File: src/rtl/cot_pkg.sv
// constants, register map and carrier types for the output timing block
//
// Operation
// steered output carries waveform with polarity
// unsteered output holds its static level
// steering acts only in steering modes
// rising dead-band counts clock periods
// rising dead-band may count chain elements
// falling dead-band counts clock periods
// falling dead-band may count chain elements
// rising event blanks falling events
// falling event blanks rising events
// rising event delayed by rising phase
// falling event delayed by falling phase
// count registers upper two bits read zero
// counts clear on reset, rising blanking kept
// zero count adds no delay
package cot_pkg;
  // count field width
  localparam int unsigned CNT_W = 6;
  // register byte offsets
  localparam logic [7:0] OFS_CTRL0 = 8'h00;
  localparam logic [7:0] OFS_CTRL1 = 8'h04;
  localparam logic [7:0] OFS_STEER = 8'h08;
  localparam logic [7:0] OFS_DBR = 8'h0c;
  localparam logic [7:0] OFS_DBF = 8'h10;
  localparam logic [7:0] OFS_BLKR = 8'h14;
  localparam logic [7:0] OFS_BLKF = 8'h18;
  localparam logic [7:0] OFS_PHR = 8'h1c;
  localparam logic [7:0] OFS_PHF = 8'h20;
  localparam logic [7:0] OFS_STATUS = 8'h24;
  // field positions
  localparam int unsigned MODE_LSB = 0;
  localparam int unsigned RISING_DEADBAND_SOURCE_SEL_BIT = 7;
  localparam int unsigned FALLING_DEADBAND_SOURCE_SEL_BIT = 6;
  localparam int unsigned POL_LSB = 1;
  localparam int unsigned STR_LSB = 1;
  localparam int unsigned SDAT_LSB = 5;
  // mode field upper bits that select the steering modes
  localparam logic [1:0] STEER_MODE_HI = 2'h0;
  // values after reset
  localparam logic [2:0] RST_MODE = 3'h0;
  localparam logic [2:0] RST_BITS3 = 3'h0;
  localparam logic [CNT_W-1:0] RST_COUNT = 6'h00;
  localparam logic [CNT_W-1:0] RST_BLKR_POR = 6'h00;
  // register write carrier from the bus slave
  typedef struct packed {
    logic en;
    logic [7:0] addr;
    logic [31:0] data;
  } cot_regwr_t;
endpackage : cot_pkg

File: src/rtl/cot_delay.sv
// one-shot down counter for phase, dead-band and blanking intervals
`timescale 1ns/1ps
`default_nettype none
module cot_delay #(
  parameter int unsigned W = 6
) (
  // clock and reset
  input wire logic ref_clk,
  input wire logic arst_n,
  input wire logic clear,
  // count control
  input wire logic tick,
  input wire logic start,
  input wire logic [W-1:0] count,
  // results
  output logic done,
  output logic busy
);
  logic [W-1:0] remain;

  // zero count finishes in the start cycle itself
  assign busy = remain != '0;
  // zero count done at once
  assign done = (start && count == '0) || (!start && tick && remain == W'(1));

  // a new start reloads, so a retrigger restarts the interval
  always_ff @(posedge ref_clk or negedge arst_n) begin
    if (!arst_n) begin
      remain <= '0;
    end else if (clear) begin
      remain <= '0;
    end else if (start) begin
      remain <= count;
    end else if (tick && busy) begin
      remain <= remain - W'(1);
    end
  end
endmodule : cot_delay
`default_nettype wire

File: src/rtl/cot_ahb_slave.sv
// zero-wait AHB-Lite slave front end for the register file
`timescale 1ns/1ps
`default_nettype none
module cot_ahb_slave (
  // clock and reset
  input wire logic ref_clk,
  input wire logic arst_n,
  // AHB-Lite
  input wire logic hsel,
  input wire logic [31:0] haddr,
  input wire logic [1:0] htrans,
  input wire logic hwrite,
  input wire logic [2:0] hsize,
  input wire logic hready,
  input wire logic [31:0] hwdata,
  output logic hreadyout,
  output logic hresp,
  output logic [31:0] hrdata,
  // register file side
  output cot_pkg::cot_regwr_t regWr,
  output logic [7:0] rdAddr,
  input wire logic [31:0] rdData
);
  import cot_pkg::*;
  logic dphWrite;
  logic dphRead;
  logic [7:0] dphAddr;
  logic take;

  // word transfers to the low page only; others read zero, writes dropped
  assign take = hsel && hready && htrans[1] && hsize == 3'h2 && haddr[31:8] == 24'h000000;
  assign hreadyout = 1'b1;
  assign hresp = 1'b0;

  // address phase capture
  always_ff @(posedge ref_clk or negedge arst_n) begin
    if (!arst_n) begin
      dphWrite <= 1'b0;
      dphRead <= 1'b0;
      dphAddr <= 8'h00;
    end else if (hready) begin
      dphWrite <= take && hwrite;
      dphRead <= take && !hwrite;
      dphAddr <= haddr[7:0];
    end
  end

  // data phase
  assign regWr.en = dphWrite;
  assign regWr.addr = dphAddr;
  assign regWr.data = hwdata;
  assign rdAddr = dphAddr;
  assign hrdata = dphRead ? rdData : 32'h00000000;
endmodule : cot_ahb_slave
`default_nettype wire

File: src/rtl/cot_output_timing.sv
// phase, dead-band, blanking and steering for the complementary outputs
`timescale 1ns/1ps
`default_nettype none
module cot_output_timing #(
  parameter int unsigned CHAIN_DIV = 2
) (
  // clock and resets
  input wire logic ref_clk,
  input wire logic arst_n,
  input wire logic sysReset,
  // AHB-Lite
  input wire logic hsel,
  input wire logic [31:0] haddr,
  input wire logic [1:0] htrans,
  input wire logic hwrite,
  input wire logic [2:0] hsize,
  input wire logic hready,
  input wire logic [31:0] hwdata,
  output logic hreadyout,
  output logic hresp,
  output logic [31:0] hrdata,
  // event inputs
  input wire logic riseEvent,
  input wire logic fallEvent,
  // output pins
  output logic outB,
  output logic outC,
  output logic outD
);
  import cot_pkg::*;

  localparam int DW = (CHAIN_DIV > 1) ? $clog2(CHAIN_DIV) : 1;

  cot_regwr_t regWr;
  logic [7:0] rdAddr;
  logic [31:0] rdData;
  logic [2:0] generator_mode_field;
  logic rising_deadband_source_sel;
  logic falling_deadband_source_sel;
  logic [2:0] polarity;
  logic [2:0] steerEnable;
  logic [2:0] staticLevel;
  logic [CNT_W-1:0] rising_deadband_value;
  logic [CNT_W-1:0] falling_deadband_value;
  logic [CNT_W-1:0] rising_blanking_value;
  logic [CNT_W-1:0] falling_blanking_value;
  logic [CNT_W-1:0] rising_phase_value;
  logic [CNT_W-1:0] falling_phase_value;
  logic [DW-1:0] divCnt;
  logic chainTick;
  logic riseIgnored;
  logic fallIgnored;
  logic riseAcc;
  logic fallAcc;
  logic riseSet;
  logic fallSet;
  logic wave;
  logic primary;
  logic complement;
  logic dbRiseDone;
  logic dbFallDone;
  logic steerOn;
  logic [2:0] waveSel;
  logic [2:0] pins;
  logic [2:0] next_pins;

  // register write hit
  function automatic logic wrHit(input cot_regwr_t w, input logic [7:0] ofs);
    return w.en && w.addr == ofs;
  endfunction : wrHit

  // bus front end
  cot_ahb_slave u_bus (
    .ref_clk(ref_clk), .arst_n(arst_n), .hsel(hsel), .haddr(haddr), .htrans(htrans),
    .hwrite(hwrite), .hsize(hsize), .hready(hready), .hwdata(hwdata),
    .hreadyout(hreadyout), .hresp(hresp), .hrdata(hrdata),
    .regWr(regWr), .rdAddr(rdAddr), .rdData(rdData)
  );

  // control, polarity and steering registers
  always_ff @(posedge ref_clk or negedge arst_n) begin
    if (!arst_n) begin
      generator_mode_field <= RST_MODE;
      rising_deadband_source_sel <= 1'b0;
      falling_deadband_source_sel <= 1'b0;
      polarity <= RST_BITS3;
      steerEnable <= RST_BITS3;
      staticLevel <= RST_BITS3;
    end else if (sysReset) begin
      generator_mode_field <= RST_MODE;
      rising_deadband_source_sel <= 1'b0;
      falling_deadband_source_sel <= 1'b0;
      polarity <= RST_BITS3;
      steerEnable <= RST_BITS3;
      staticLevel <= RST_BITS3;
    end else begin
      if (wrHit(regWr, OFS_CTRL0)) begin
        generator_mode_field <= regWr.data[MODE_LSB +: 3];
      end
      if (wrHit(regWr, OFS_CTRL1)) begin
        rising_deadband_source_sel <= regWr.data[RISING_DEADBAND_SOURCE_SEL_BIT];
        falling_deadband_source_sel <= regWr.data[FALLING_DEADBAND_SOURCE_SEL_BIT];
        polarity <= regWr.data[POL_LSB +: 3];
      end
      if (wrHit(regWr, OFS_STEER)) begin
        steerEnable <= regWr.data[STR_LSB +: 3];
        staticLevel <= regWr.data[SDAT_LSB +: 3];
      end
    end
  end

  // six bits kept
  // counts cleared by every reset
  always_ff @(posedge ref_clk or negedge arst_n) begin
    if (!arst_n) begin
      rising_deadband_value <= RST_COUNT;
      falling_deadband_value <= RST_COUNT;
      falling_blanking_value <= RST_COUNT;
      rising_phase_value <= RST_COUNT;
      falling_phase_value <= RST_COUNT;
    end else if (sysReset) begin
      rising_deadband_value <= RST_COUNT;
      falling_deadband_value <= RST_COUNT;
      falling_blanking_value <= RST_COUNT;
      rising_phase_value <= RST_COUNT;
      falling_phase_value <= RST_COUNT;
    end else begin
      if (wrHit(regWr, OFS_DBR)) begin
        rising_deadband_value <= regWr.data[CNT_W-1:0];
      end
      if (wrHit(regWr, OFS_DBF)) begin
        falling_deadband_value <= regWr.data[CNT_W-1:0];
      end
      if (wrHit(regWr, OFS_BLKF)) begin
        falling_blanking_value <= regWr.data[CNT_W-1:0];
      end
      if (wrHit(regWr, OFS_PHR)) begin
        rising_phase_value <= regWr.data[CNT_W-1:0];
      end
      if (wrHit(regWr, OFS_PHF)) begin
        falling_phase_value <= regWr.data[CNT_W-1:0];
      end
    end
  end

  // rising blanking survives the other reset
  always_ff @(posedge ref_clk or negedge arst_n) begin
    if (!arst_n) begin
      rising_blanking_value <= RST_BLKR_POR;
    end else if (!sysReset && wrHit(regWr, OFS_BLKR)) begin
      rising_blanking_value <= regWr.data[CNT_W-1:0];
    end
  end

  // upper bits read zero
  always_comb begin
    rdData = 32'h00000000;
    case (rdAddr)
      OFS_CTRL0: rdData[MODE_LSB +: 3] = generator_mode_field;
      OFS_CTRL1: begin
        rdData[RISING_DEADBAND_SOURCE_SEL_BIT] = rising_deadband_source_sel;
        rdData[FALLING_DEADBAND_SOURCE_SEL_BIT] = falling_deadband_source_sel;
        rdData[POL_LSB +: 3] = polarity;
      end
      OFS_STEER: begin
        rdData[STR_LSB +: 3] = steerEnable;
        rdData[SDAT_LSB +: 3] = staticLevel;
      end
      OFS_DBR: rdData[CNT_W-1:0] = rising_deadband_value;
      OFS_DBF: rdData[CNT_W-1:0] = falling_deadband_value;
      OFS_BLKR: rdData[CNT_W-1:0] = rising_blanking_value;
      OFS_BLKF: rdData[CNT_W-1:0] = falling_blanking_value;
      OFS_PHR: rdData[CNT_W-1:0] = rising_phase_value;
      OFS_PHF: rdData[CNT_W-1:0] = falling_phase_value;
      OFS_STATUS: rdData[4:0] = {wave, primary, complement, riseIgnored, fallIgnored};
      default: rdData = 32'h00000000;
    endcase
  end

  // delay-chain element rate
  assign chainTick = divCnt == DW'(CHAIN_DIV - 1);
  always_ff @(posedge ref_clk or negedge arst_n) begin
    if (!arst_n) begin
      divCnt <= '0;
    end else if (chainTick) begin
      divCnt <= '0;
    end else begin
      divCnt <= divCnt + DW'(1);
    end
  end

  // events dropped while blanked
  assign riseAcc = riseEvent && !riseIgnored;
  assign fallAcc = fallEvent && !fallIgnored;

  // blanking after rising event
  cot_delay #(.W(CNT_W)) u_blank_rise (
    .ref_clk(ref_clk), .arst_n(arst_n), .clear(sysReset), .tick(1'b1),
    .start(riseAcc), .count(rising_blanking_value), .done(), .busy(fallIgnored)
  );

  // blanking after falling event
  cot_delay #(.W(CNT_W)) u_blank_fall (
    .ref_clk(ref_clk), .arst_n(arst_n), .clear(sysReset), .tick(1'b1),
    .start(fallAcc), .count(falling_blanking_value), .done(), .busy(riseIgnored)
  );

  // rising phase delay
  cot_delay #(.W(CNT_W)) u_phase_rise (
    .ref_clk(ref_clk), .arst_n(arst_n), .clear(sysReset), .tick(1'b1),
    .start(riseAcc), .count(rising_phase_value), .done(riseSet), .busy()
  );

  // falling phase delay
  cot_delay #(.W(CNT_W)) u_phase_fall (
    .ref_clk(ref_clk), .arst_n(arst_n), .clear(sysReset), .tick(1'b1),
    .start(fallAcc), .count(falling_phase_value), .done(fallSet), .busy()
  );

  // base waveform, rise wins a tie
  always_ff @(posedge ref_clk or negedge arst_n) begin
    if (!arst_n) begin
      wave <= 1'b0;
    end else if (sysReset) begin
      wave <= 1'b0;
    end else if (riseSet) begin
      wave <= 1'b1;
    end else if (fallSet) begin
      wave <= 1'b0;
    end
  end

  // rising dead-band, clock or chain periods
  cot_delay #(.W(CNT_W)) u_db_rise (
    .ref_clk(ref_clk), .arst_n(arst_n), .clear(sysReset || (fallSet && !riseSet)),
    .tick(rising_deadband_source_sel ? chainTick : 1'b1), .start(riseSet),
    .count(rising_deadband_value), .done(dbRiseDone), .busy()
  );

  // falling dead-band, clock or chain periods
  cot_delay #(.W(CNT_W)) u_db_fall (
    .ref_clk(ref_clk), .arst_n(arst_n), .clear(sysReset || riseSet),
    .tick(falling_deadband_source_sel ? chainTick : 1'b1), .start(fallSet),
    .count(falling_deadband_value), .done(dbFallDone), .busy()
  );

  // primary and complementary edges, break before make
  always_ff @(posedge ref_clk or negedge arst_n) begin
    if (!arst_n) begin
      primary <= 1'b0;
      complement <= 1'b0;
    end else if (sysReset) begin
      primary <= 1'b0;
      complement <= 1'b0;
    end else begin
      if (fallSet && !riseSet) begin
        primary <= 1'b0;
      end else if (dbRiseDone) begin
        primary <= 1'b1;
      end
      if (riseSet) begin
        complement <= 1'b0;
      end else if (dbFallDone) begin
        complement <= 1'b1;
      end
    end
  end

  // steering only in the steering modes
  assign steerOn = generator_mode_field[2:1] == STEER_MODE_HI;
  assign waveSel = {complement, primary, complement};

  // per-output steering
  generate
    for (genvar i = 0; i < 3; i++) begin : g_steer
      // waveform or static level
      assign next_pins[i] = (steerOn && !steerEnable[i]) ? staticLevel[i]
                                                         : waveSel[i] ^ polarity[i];
    end
  endgenerate

  // registered pins
  always_ff @(posedge ref_clk or negedge arst_n) begin
    if (!arst_n) begin
      pins <= 3'h0;
    end else begin
      pins <= next_pins;
    end
  end
  assign outB = pins[0];
  assign outC = pins[1];
  assign outD = pins[2];
endmodule : cot_output_timing
`default_nettype wire

File: config.mk
export PLATFORM = sky130hd
export DESIGN_NAME = cot_output_timing
export DESIGN_NICKNAME = d
export VERILOG_FILES = /design/src/rtl/cot_pkg.sv /design/src/rtl/cot_delay.sv /design/src/rtl/cot_ahb_slave.sv /design/src/rtl/cot_output_timing.sv
export SDC_FILE = /design/constraint.sdc
export NUM_CORES = 1
export LEC_CHECK = 0
export BUFFER_PORTS_ARGS = -buffer_cell sky130_fd_sc_hd__buf_2
export CORE_UTILIZATION = 45
export DETAILED_ROUTE_END_ITERATION = 7
export PLACE_DENSITY = 0.69
export SYNTH_ARGS = -nofsm -noshare
export SYNTH_HDL_FRONTEND = slang
export SYNTH_SLANG_ARGS = --single-unit
File: constraint.sdc
create_clock -name ref_clk -period 2.75 [get_ports ref_clk]
set_input_delay 0.275 -clock ref_clk [delete_from_list [all_inputs] [get_ports ref_clk]]
set_output_delay 0.275 -clock ref_clk [all_outputs]
set_load 0.02 [all_outputs]
# Word level (Yosys, flattened, before mapping)
# Cells that the tools add are included.
[word_totals] ff_bits=103 word_cells=193
[classes] addsub=7 eq_ne=14 n_mux=62 bitwise=3 n_reduce_logical=81
[ops] cell="$mux 6" n=28
[ops] cell="$reduce_bool 6->1" n=6
[ops] cell="$sub 6x1->6 const B" n=6
[ops] cell="$logic_and 1x1->1" n=34
[ops] cell="$eq 8x5->1 const B" n=4
[ops] cell="$reduce_bool 3->1" n=9
[ops] cell="$eq 6x1->1 const B" n=4
[ops] cell="$logic_not 24->1" n=1
[ops] cell="$logic_not 6->1" n=4
[ops] cell="$mux 3" n=8
[ops] cell="$pmux 2 s10" n=1
[ops] cell="$mux 1" n=19
[ops] cell="$eq 8x4->1 const B" n=2
[ops] cell="$eq 8x6->1 const B" n=2
[ops] cell="$reduce_bool 2->1" n=8
[ops] cell="$pmux 1 s7" n=2
[ops] cell="$logic_not 1->1" n=11
[ops] cell="$pmux 1 s9" n=1
[ops] cell="$eq 8x3->1 const B" n=1
[ops] cell="$logic_not 8->1" n=1
[ops] cell="$mux 8" n=1
[ops] cell="$pmux 1 s8" n=1
[ops] cell="$logic_or 1x1->1" n=6
[ops] cell="$pmux 2 s2" n=1
[ops] cell="4 further kinds" n=6

# Logic depth before layout (Yosys ltp)
# Gate-level depths: netlist (run 1).
[logic_depth] word_depth=13 ltp_mapped=8

# By module
# From an unflattened synthesis (run 1), not the netlist that was laid out.
[hier_totals] hier_cells=751 hier_area_um2=7070.5
[modules_own_cells] module="cot_output_timing" n_inst=1 cells_per_inst=289 area_each_um2=3050.4
[modules_own_cells] module="cot_delay" n_inst=6 cells_per_inst=58 area_each_um2=501.7
[modules_own_cells] module="cot_ahb_slave" n_inst=1 cells_per_inst=114 area_each_um2=1009.7

# Worst setup path before layout (run 1)
# No wires, ideal clock.
[synth_path] path_type="register to output" startpoint="register u_bus.dphAddr[1], in the netlist u_bus.rdAddr[1]" endpoint="output hrdata[3]" arrival_ps=1785 required_time_ps=2475 path_slack_ps=690 path_stages_with_launch=6 path_buffers=1 cell_sequence="dfrtp_1 > nor3_1 > and2_1 > buf_2 > a31oi_1 > a221oi_1"
[synth_via] elab_chain_cells=3
[synth_rtl] item="start: declaration" line="cot_ahb_slave.sv:27" source="logic [7:0] dphAddr;"
[synth_rtl] item="start signal: assignment" line="cot_ahb_slave.sv:44" source="dphAddr <= haddr[7:0];"
[synth_rtl] item="$eq 8x6->1, or another cell as far along" line="cot_output_timing.sv:158" source="case (rdAddr)"
[synth_rtl] item="$pmux 1 s9 (*)" line="cot_output_timing.sv:158"
[synth_rtl] item="$mux 8 (*)" line="cot_ahb_slave.sv:53" source="assign hrdata = dphRead ? rdData : 32'h00000000;"
[synth_rtl] item="end: declaration" line="cot_output_timing.sv:21" source="output logic [31:0] hrdata,"
# Every way passes the cells marked *; elsewhere a longest branch is shown, timed or not.

# Worst setup path after layout (run 1)
[layout_path] startpoint="register u_bus.dphAddr[3], in the netlist u_bus.rdAddr[3]" endpoint="output hrdata[1]"
[layout_via] elab_chain_cells=3
[layout_rtl] item="$eq 8x6->1, or another cell as far along" line="cot_output_timing.sv:158"
[layout_rtl] item="$pmux 2 s10 (*)" line="cot_output_timing.sv:158"
[layout_rtl] item="$mux 8 (*)" line="cot_ahb_slave.sv:53"
# Marked as above.

==> results of run 1 <==
==> power by group through the flow <==
stage	Combinational [W]	Sequential [W]	Clock, W
finish	0.00224	0.00202	0.00124
global route	0.00252	0.00205	0.00131
CTS	0.00224	0.00202	0.00126
detailed placement	0.00222	0.00204	0
global placement	0.00212	0.00202	0
floorplan	0.00185	0.00195	0
==> timing repair <==
action	CTS	global route
endpoints found under the hold margin	47	0
hold buffers	1	0
setup endpoints to repair	0	0
buffers inserted	0	0
gates resized for setup	0	0
==> worst max-delay path by stage <==
stage,cells past startpoint,slack (ns),start,end
after global routing,5,0.04,u_bus.rdAddr[3],hrdata[3]
after global placement,6,0.54,u_bus.rdAddr[3],hrdata[1]
after detailed placement,7,0.44,u_blank_rise.remain[0],u_db_rise.remain[5]
after floorplan,5,0.69,u_bus.rdAddr[1],hrdata[3]
after CTS,6,0.16,u_bus.rdAddr[3],hrdata[1]
final,6,0.14,u_bus.rdAddr[3],hrdata[1]
==> cells by family (layout without fill, tap and decap cells) <==
kind of cell               after synthesis  in the layout  synth area share (%)
xor gates and xnor gates                25             25                 3.637
adders and majority gates               14             14                 2.910
AOI/OAI and AO/OA                       95             95                 10.89
muxes                                   76             76                 13.16
buffers and inverters                   71            107                 6.485
DFF                                    103            103                 42.82
other                                    2             26                0.1248
and+or+nand+nor                        233            233                 19.98
==> through the flow <==
stage / hold slack (ns) / setup slack, ns / util [%]
6_report: 0.1487 / 0.1399 / 52.32
4_1_cts: 0.1376 / 0.1581 / 52.32
3_3_place_gp: 0.3202 / 0.5373 / 50.07
2_1_floorplan: -0.02059 / 0.6902 / -
3_5_place_dp: 0.3451 / 0.4418 / 50.07
5_1_grt: 0.1509 / 0.03897 / 52.32
==> worst max-delay path, stage by stage (launching register included) <==
cell,delay (ns)
dfrtp_1,0.68
mux2_2,0.43
a22o_1,0.18
a32o_1,0.25
a31oi_1,0.17
a31oi_1,0.10
buf_2,0.17
==> cell type report <==
class                      count  area (sq um)  share of cell area, %
multi-input combinational    469          3142                  46.82
sequential                   103          2577                  38.41
timing repair buffer          76         432.9                  6.452
clock buffer                  11         232.7                  3.468
tap                          172         215.2                  3.207
inverter                      17         63.81                 0.9510
clock inverter                 3         46.29                 0.6899
==> cell usage after synthesis, drive strengths merged (3+ instances only) <==
cell type | n | area [sq um]
mux2i | 54 | 540.5
nand2b | 9 | 56.30
a211oi | 18 | 135.1
nor4b | 4 | 62.56
nor2 | 90 | 337.8
a22o | 7 | 61.31
a22oi | 9 | 67.56
mux2 | 22 | 251.5
buf | 37 | 262.8
o21ai | 11 | 55.05
a21oi | 18 | 90.09
or4 | 4 | 30.03
nand2 | 53 | 201.5
and2 | 3 | 18.77
ha | 14 | 175.2
o21bai | 3 | 22.52
clkbuf | 17 | 63.81
nor2b | 5 | 31.28
o32ai | 8 | 70.07
nor4 | 13 | 111.4
a31oi | 8 | 50.05
inv | 17 | 63.81
xor2 | 7 | 61.31
and3 | 3 | 18.77
nand4 | 3 | 18.77
o211ai | 5 | 37.54
nand3 | 19 | 127.6
xnor2 | 18 | 157.7
dfrtp | 103 | 2577
nor3 | 18 | 90.09
==> metal layers <==
| layer | global-route usage, % | part of all wire, % | vias up |
|---|---|---|---|
| met2 | 37.68 | 50 | 181 |
| met5 | 0 | 0 | - |
| met1 | 29.26 | 44 | 2336 |
| li1 | - | - | 2254 |
| met4 | 8.333 | 1.7 | 0 |
| met3 | 2.035 | 4.4 | 17 |
==> run summary, run 1 <==
Status: complete, no violations
H-Tree Depth: 3
DRT Wirelength: 14600 um
Initial DRT Pass Iterations: 5
R2R cell count: 7
Worst r2r src: u_blank_rise.remain[0]
GP Congestion: 0.9294
Worst Setup End Kind: output port
Post-synth EDFFs: 0
Main synth FF type: dfrtp_1
Skew final: 0.008662 ns
Commonest non-fill, non-tap cells in the layout: dfrtp_1, nor2_1, buf_2, mux2i_1, nand2_1
Most common cell after layout, fill and taps aside: dfrtp_1
Max-Cap Viols: 0
Avg Cell Area, Syn: 9.725 sq um
Sw frac: 38.28%
Share of layout cells above drive strength 1: 18.11%
Fmax achieved: 383.1 MHz
Reg2Reg Setup Slack: 0.44 ns
Residual DRC: 0
Clk Latency, worst-skew pair: 0.34 ns
Number of synthesized register bits: 103
# clock sinks: 103
Syn Inst Count: 619
Max FFs per register: 8
Register area share after synthesis: 42.82%
Vias in the first global route: 4816
First-pass GRT wire length: 24520 um
Fillers: 1192
Overall global routing resource usage: 22.17%
WHS Path Cells: 2
Sequential power share: 36.7%
Fin area: 6710 sq um
Setup TNS after final layout: 0 ns
Initial antenna violation count: 0
Data arrival, critical path: 2.34 ns
Via density: 5.626
Peak supply drop: 498.2 uV
Routed via count: 4788
CTS root buf: clkbuf_16
Hold EP: u_bus.dphRead
Total gr overflow: 0
Final Hold Fails: 0
Required @ worst endpoint: 2.48 ns
Combinational share of power: 40.7%
Net switching power: 0.002107 W
Clock transition at path regs: 0.07 ns
Initial DRC Count: 293
RSZ-0062 raised after global routing: no
Inserted Clock Buffers: 9
Largest net degree at the start of global routing: 49
Post-synthesis to final-layout area growth: 11.47%
Core Region: 12820 sq um
Worst-Margin Slew: 0.6367 ns
Min-delay src: hwrite
Total power: 0.005504 W
Die width: 117.7 um
PwrDens: 820.2 nW/um^2
Core Rows: 41
Worst hold path class: input port to flop
Critical path launch point type: flop
Tcrit/Tclk final: 94.91%
Number of port buffers: 62
IO Pins: 114
Die height: 117.7 um
Clock group share of total power: 22.6%
DIE AREA: 13840 sq um
Placed cell count: 836
# nets final: 767
Int Power: 0.003397 W
CTS max path bufs: 2
DP Area: 6421 sq um
WL/cell: 17.16 um
Cell variety after synth: 52
CTS tree: yes
Netlist area before placement: 6020 sq um
RR Endpoint: u_db_rise.remain[5]
Post-DRT Antenna Nets: 0
Yosys warnings: 0
Relative slew margins: 57.56%
Non-filler cells in the finished layout: 851
Worst-path fanout max: 12
Ys async rst share: 100.0%
Initial Utilization: 46.94%
Final setup fails: 0
DP Wirelength: 11050 um
Leak pwr: 3.331 nW
Slew Limit Fails: 0
CP Class: flop to output port
Antenna Cells: 0
Tmin final: 2.610 ns
(Power assumes the default switching activity.)
==> inputs of run 2 (changes only) <==
Settings changed: CTS_BUF_LIST set to sky130_fd_sc_hd__clkbuf_8.
==> run summary, run 2 (same netlist as run 1, synthesis figures left out) <==
Critical path launch point type: flop
CTS tree: yes
Initial DRT Pass Iterations: 5 (unchanged)
Share of layout cells above drive strength 1: 18.26% (+0.15 points)
Clk Latency, worst-skew pair: 0.37 ns (+0.03 ns)
Slowest stage cell, crit path: dfrtp_1
CP Buf/Inv Count: 1 (unchanged)
Largest net degree at the start of global routing: 49 (unchanged)
WL/cell: 17.10 um (-0.34%)
Worst path top cell family by delay: compound AO/OA/AOI/OAI gates
# clock sinks: 103 (unchanged)
Peak supply drop: 496.9 uV (-0.27%)
GP Congestion: 0.9294 (unchanged)
DIE AREA: 13840 sq um (unchanged)
CTS root buf: clkbuf_8
Number of port buffers: 62 (unchanged)
Status: complete, no violations
Max-Cap Viols: 0 (unchanged)
Antenna Cells: 0 (unchanged)
Final setup fails: 0 (unchanged)
RSZ-0062 raised after global routing: no
Hold EP: u_bus.dphRead
Skew final: 0.01477 ns (+0.006112 ns)
DRT Wirelength: 14550 um (-0.34%)
Fmax achieved: 387.4 MHz (+1.1%)
Required @ worst endpoint: 2.48 ns (about the same)
Setup TNS after final layout: 0 ns (unchanged)
Leak pwr: 3.292 nW (-1.2%)
Core Region: 12820 sq um (unchanged)
Commonest non-fill, non-tap cells in the layout: dfrtp_1, nor2_1, buf_2, mux2i_1, nand2_1
Initial DRC Count: 309 (+5.5%)
CTS max path bufs: 2 (unchanged)
Min-delay src: hwrite
RR Endpoint: u_db_rise.remain[5]
Slew Limit Fails: 0 (unchanged)
Slowest stage delay, CP: 0.57 ns (-0.11 ns)
IO Pins: 114 (unchanged)
Die width: 117.7 um (unchanged)
Reg2Reg Setup Slack: 0.40 ns (-0.04 ns)
Final Hold Fails: 0 (unchanged)
Worst hold path class: input port to flop
Clock transition at path regs: 0.08 ns (about the same)
Fin area: 6610 sq um (-1.5%)
Fillers: 1206 (+1.2%)
Data arrival, critical path: 2.31 ns (-0.03 ns)
Post-DRT Antenna Nets: 0 (unchanged)
Via density: 5.599 (-0.48%)
Core Rows: 41 (unchanged)
Overall global routing resource usage: 21.98% (-0.19 points)
DP Area: 6421 sq um (unchanged)
R2R cell count: 7 (unchanged)
Inserted Clock Buffers: 9 (unchanged)
Max FFs per register: 8 (unchanged)
Post-synthesis to final-layout area growth: 9.811%
PwrDens: 782.2 nW/um^2 (-4.6%)
Initial Utilization: 46.94% (unchanged)
Tmin final: 2.581 ns (-0.02883 ns)
WHS Path Cells: 2 (unchanged)
First-pass GRT wire length: 24290 um (-0.93%)
Relative slew margins: 57.76% (+0.21 points)
Total gr overflow: 0 (unchanged)
Vias in the first global route: 4772 (-0.91%)
Worst-path fanout max: 13 (+1)
Worst Setup End Kind: output port
Crit-path cells: nor4b_2 > nand2_1 > o21ai_0 > a31oi_1 > a221oi_1 > buf_2
Initial antenna violation count: 0 (unchanged)
CP Class: flop to output port
Die height: 117.7 um (unchanged)
Worst-Margin Slew: 0.6335 ns (-0.003125 ns)
Routed via count: 4765 (-0.48%)
Tcrit/Tclk final: 93.87% (-1.0 points)
DP Wirelength: 11050 um (unchanged)
Setup Fix Bufs, Post-CTS: 0 (unchanged)
Most common cell after layout, fill and taps aside: dfrtp_1
Worst r2r src: u_blank_rise.remain[0]
# nets final: 767 (unchanged)
Residual DRC: 0 (unchanged)
H-Tree Depth: 3 (unchanged)
run 2: metrics by stage:
stage	utilization [%]	hold WS (ns)	total power [W]	std cells	setup WS, ns
after floorplan	-	-0.02059	0.003800	643	0.6902
after global placement	50.07	0.3202	0.004143	836	0.5373
after detailed placement	50.07	0.3451	0.004261	836	0.4418
after CTS	51.53	0.1061	0.005186	851	0.1166
after global routing	51.54	0.1149	0.005552	851	0.01984
final	51.54	0.1212	0.005170	851	0.1687
run 2: timing repair:
| action | in CTS | in global routing |
|---|---|---|
| hold buffers | 1 | 0 |
| gates resized for setup | 0 | 1 |
| hold endpoints to repair | 47 | 0 |
| endpoints found under the setup margin | 0 | 1 |
run 2: layout make-up:
cell class	count	area, sq um	share of cell area (%)
inverter	17	63.81	0.9654
sequential	103	2579	39.01
tap	172	215.2	3.256
clock buffer	9	123.9	1.874
timing repair buffer	76	432.9	6.549
clock inverter	5	53.80	0.8139
multi-input combinational	469	3142	47.53
run 2: worst register-to-register path, cell delays in order (launching register included):
cell	delay [ns]
dfrtp_1	0.39
inv_1	0.09
ha_1	0.18
nor3b_4	0.32
nand3_2	0.28
mux2_2	0.48
nand2_1	0.19
o32ai_1	0.31
run 2: how the worst max path moves through the flow:
stage | cells after the start | startpoint | endpoint | slack, ns
final | 6 | u_bus.rdAddr[4] | hrdata[3] | 0.17
after global routing | 6 | u_bus.rdAddr[4] | hrdata[3] | 0.02
after CTS | 6 | u_bus.rdAddr[3] | hrdata[1] | 0.12
after detailed placement | 7 | u_blank_rise.remain[0] | u_db_rise.remain[5] | 0.44
after global placement | 6 | u_bus.rdAddr[3] | hrdata[1] | 0.54
after floorplan | 5 | u_bus.rdAddr[1] | hrdata[3] | 0.69
run 2: routing by layer:
metal	part of all wire [%]	global-route usage, %	vias to the layer above	wire length [um]
met5	0	0	-	0
li1	-	-	2256	-
met1	45	29.19	2329	6585
met4	1.9	7.853	0	282
met3	4.0	2.471	22	589
met2	49	36.99	158	7095
run 2: power breakdown:
part	internal, W	total [W]	switching, W
Clock	0.000407	0.000910	0.000504
Combinational	0.000951	0.00224	0.00129
Sequential	0.00175	0.00202	0.000275
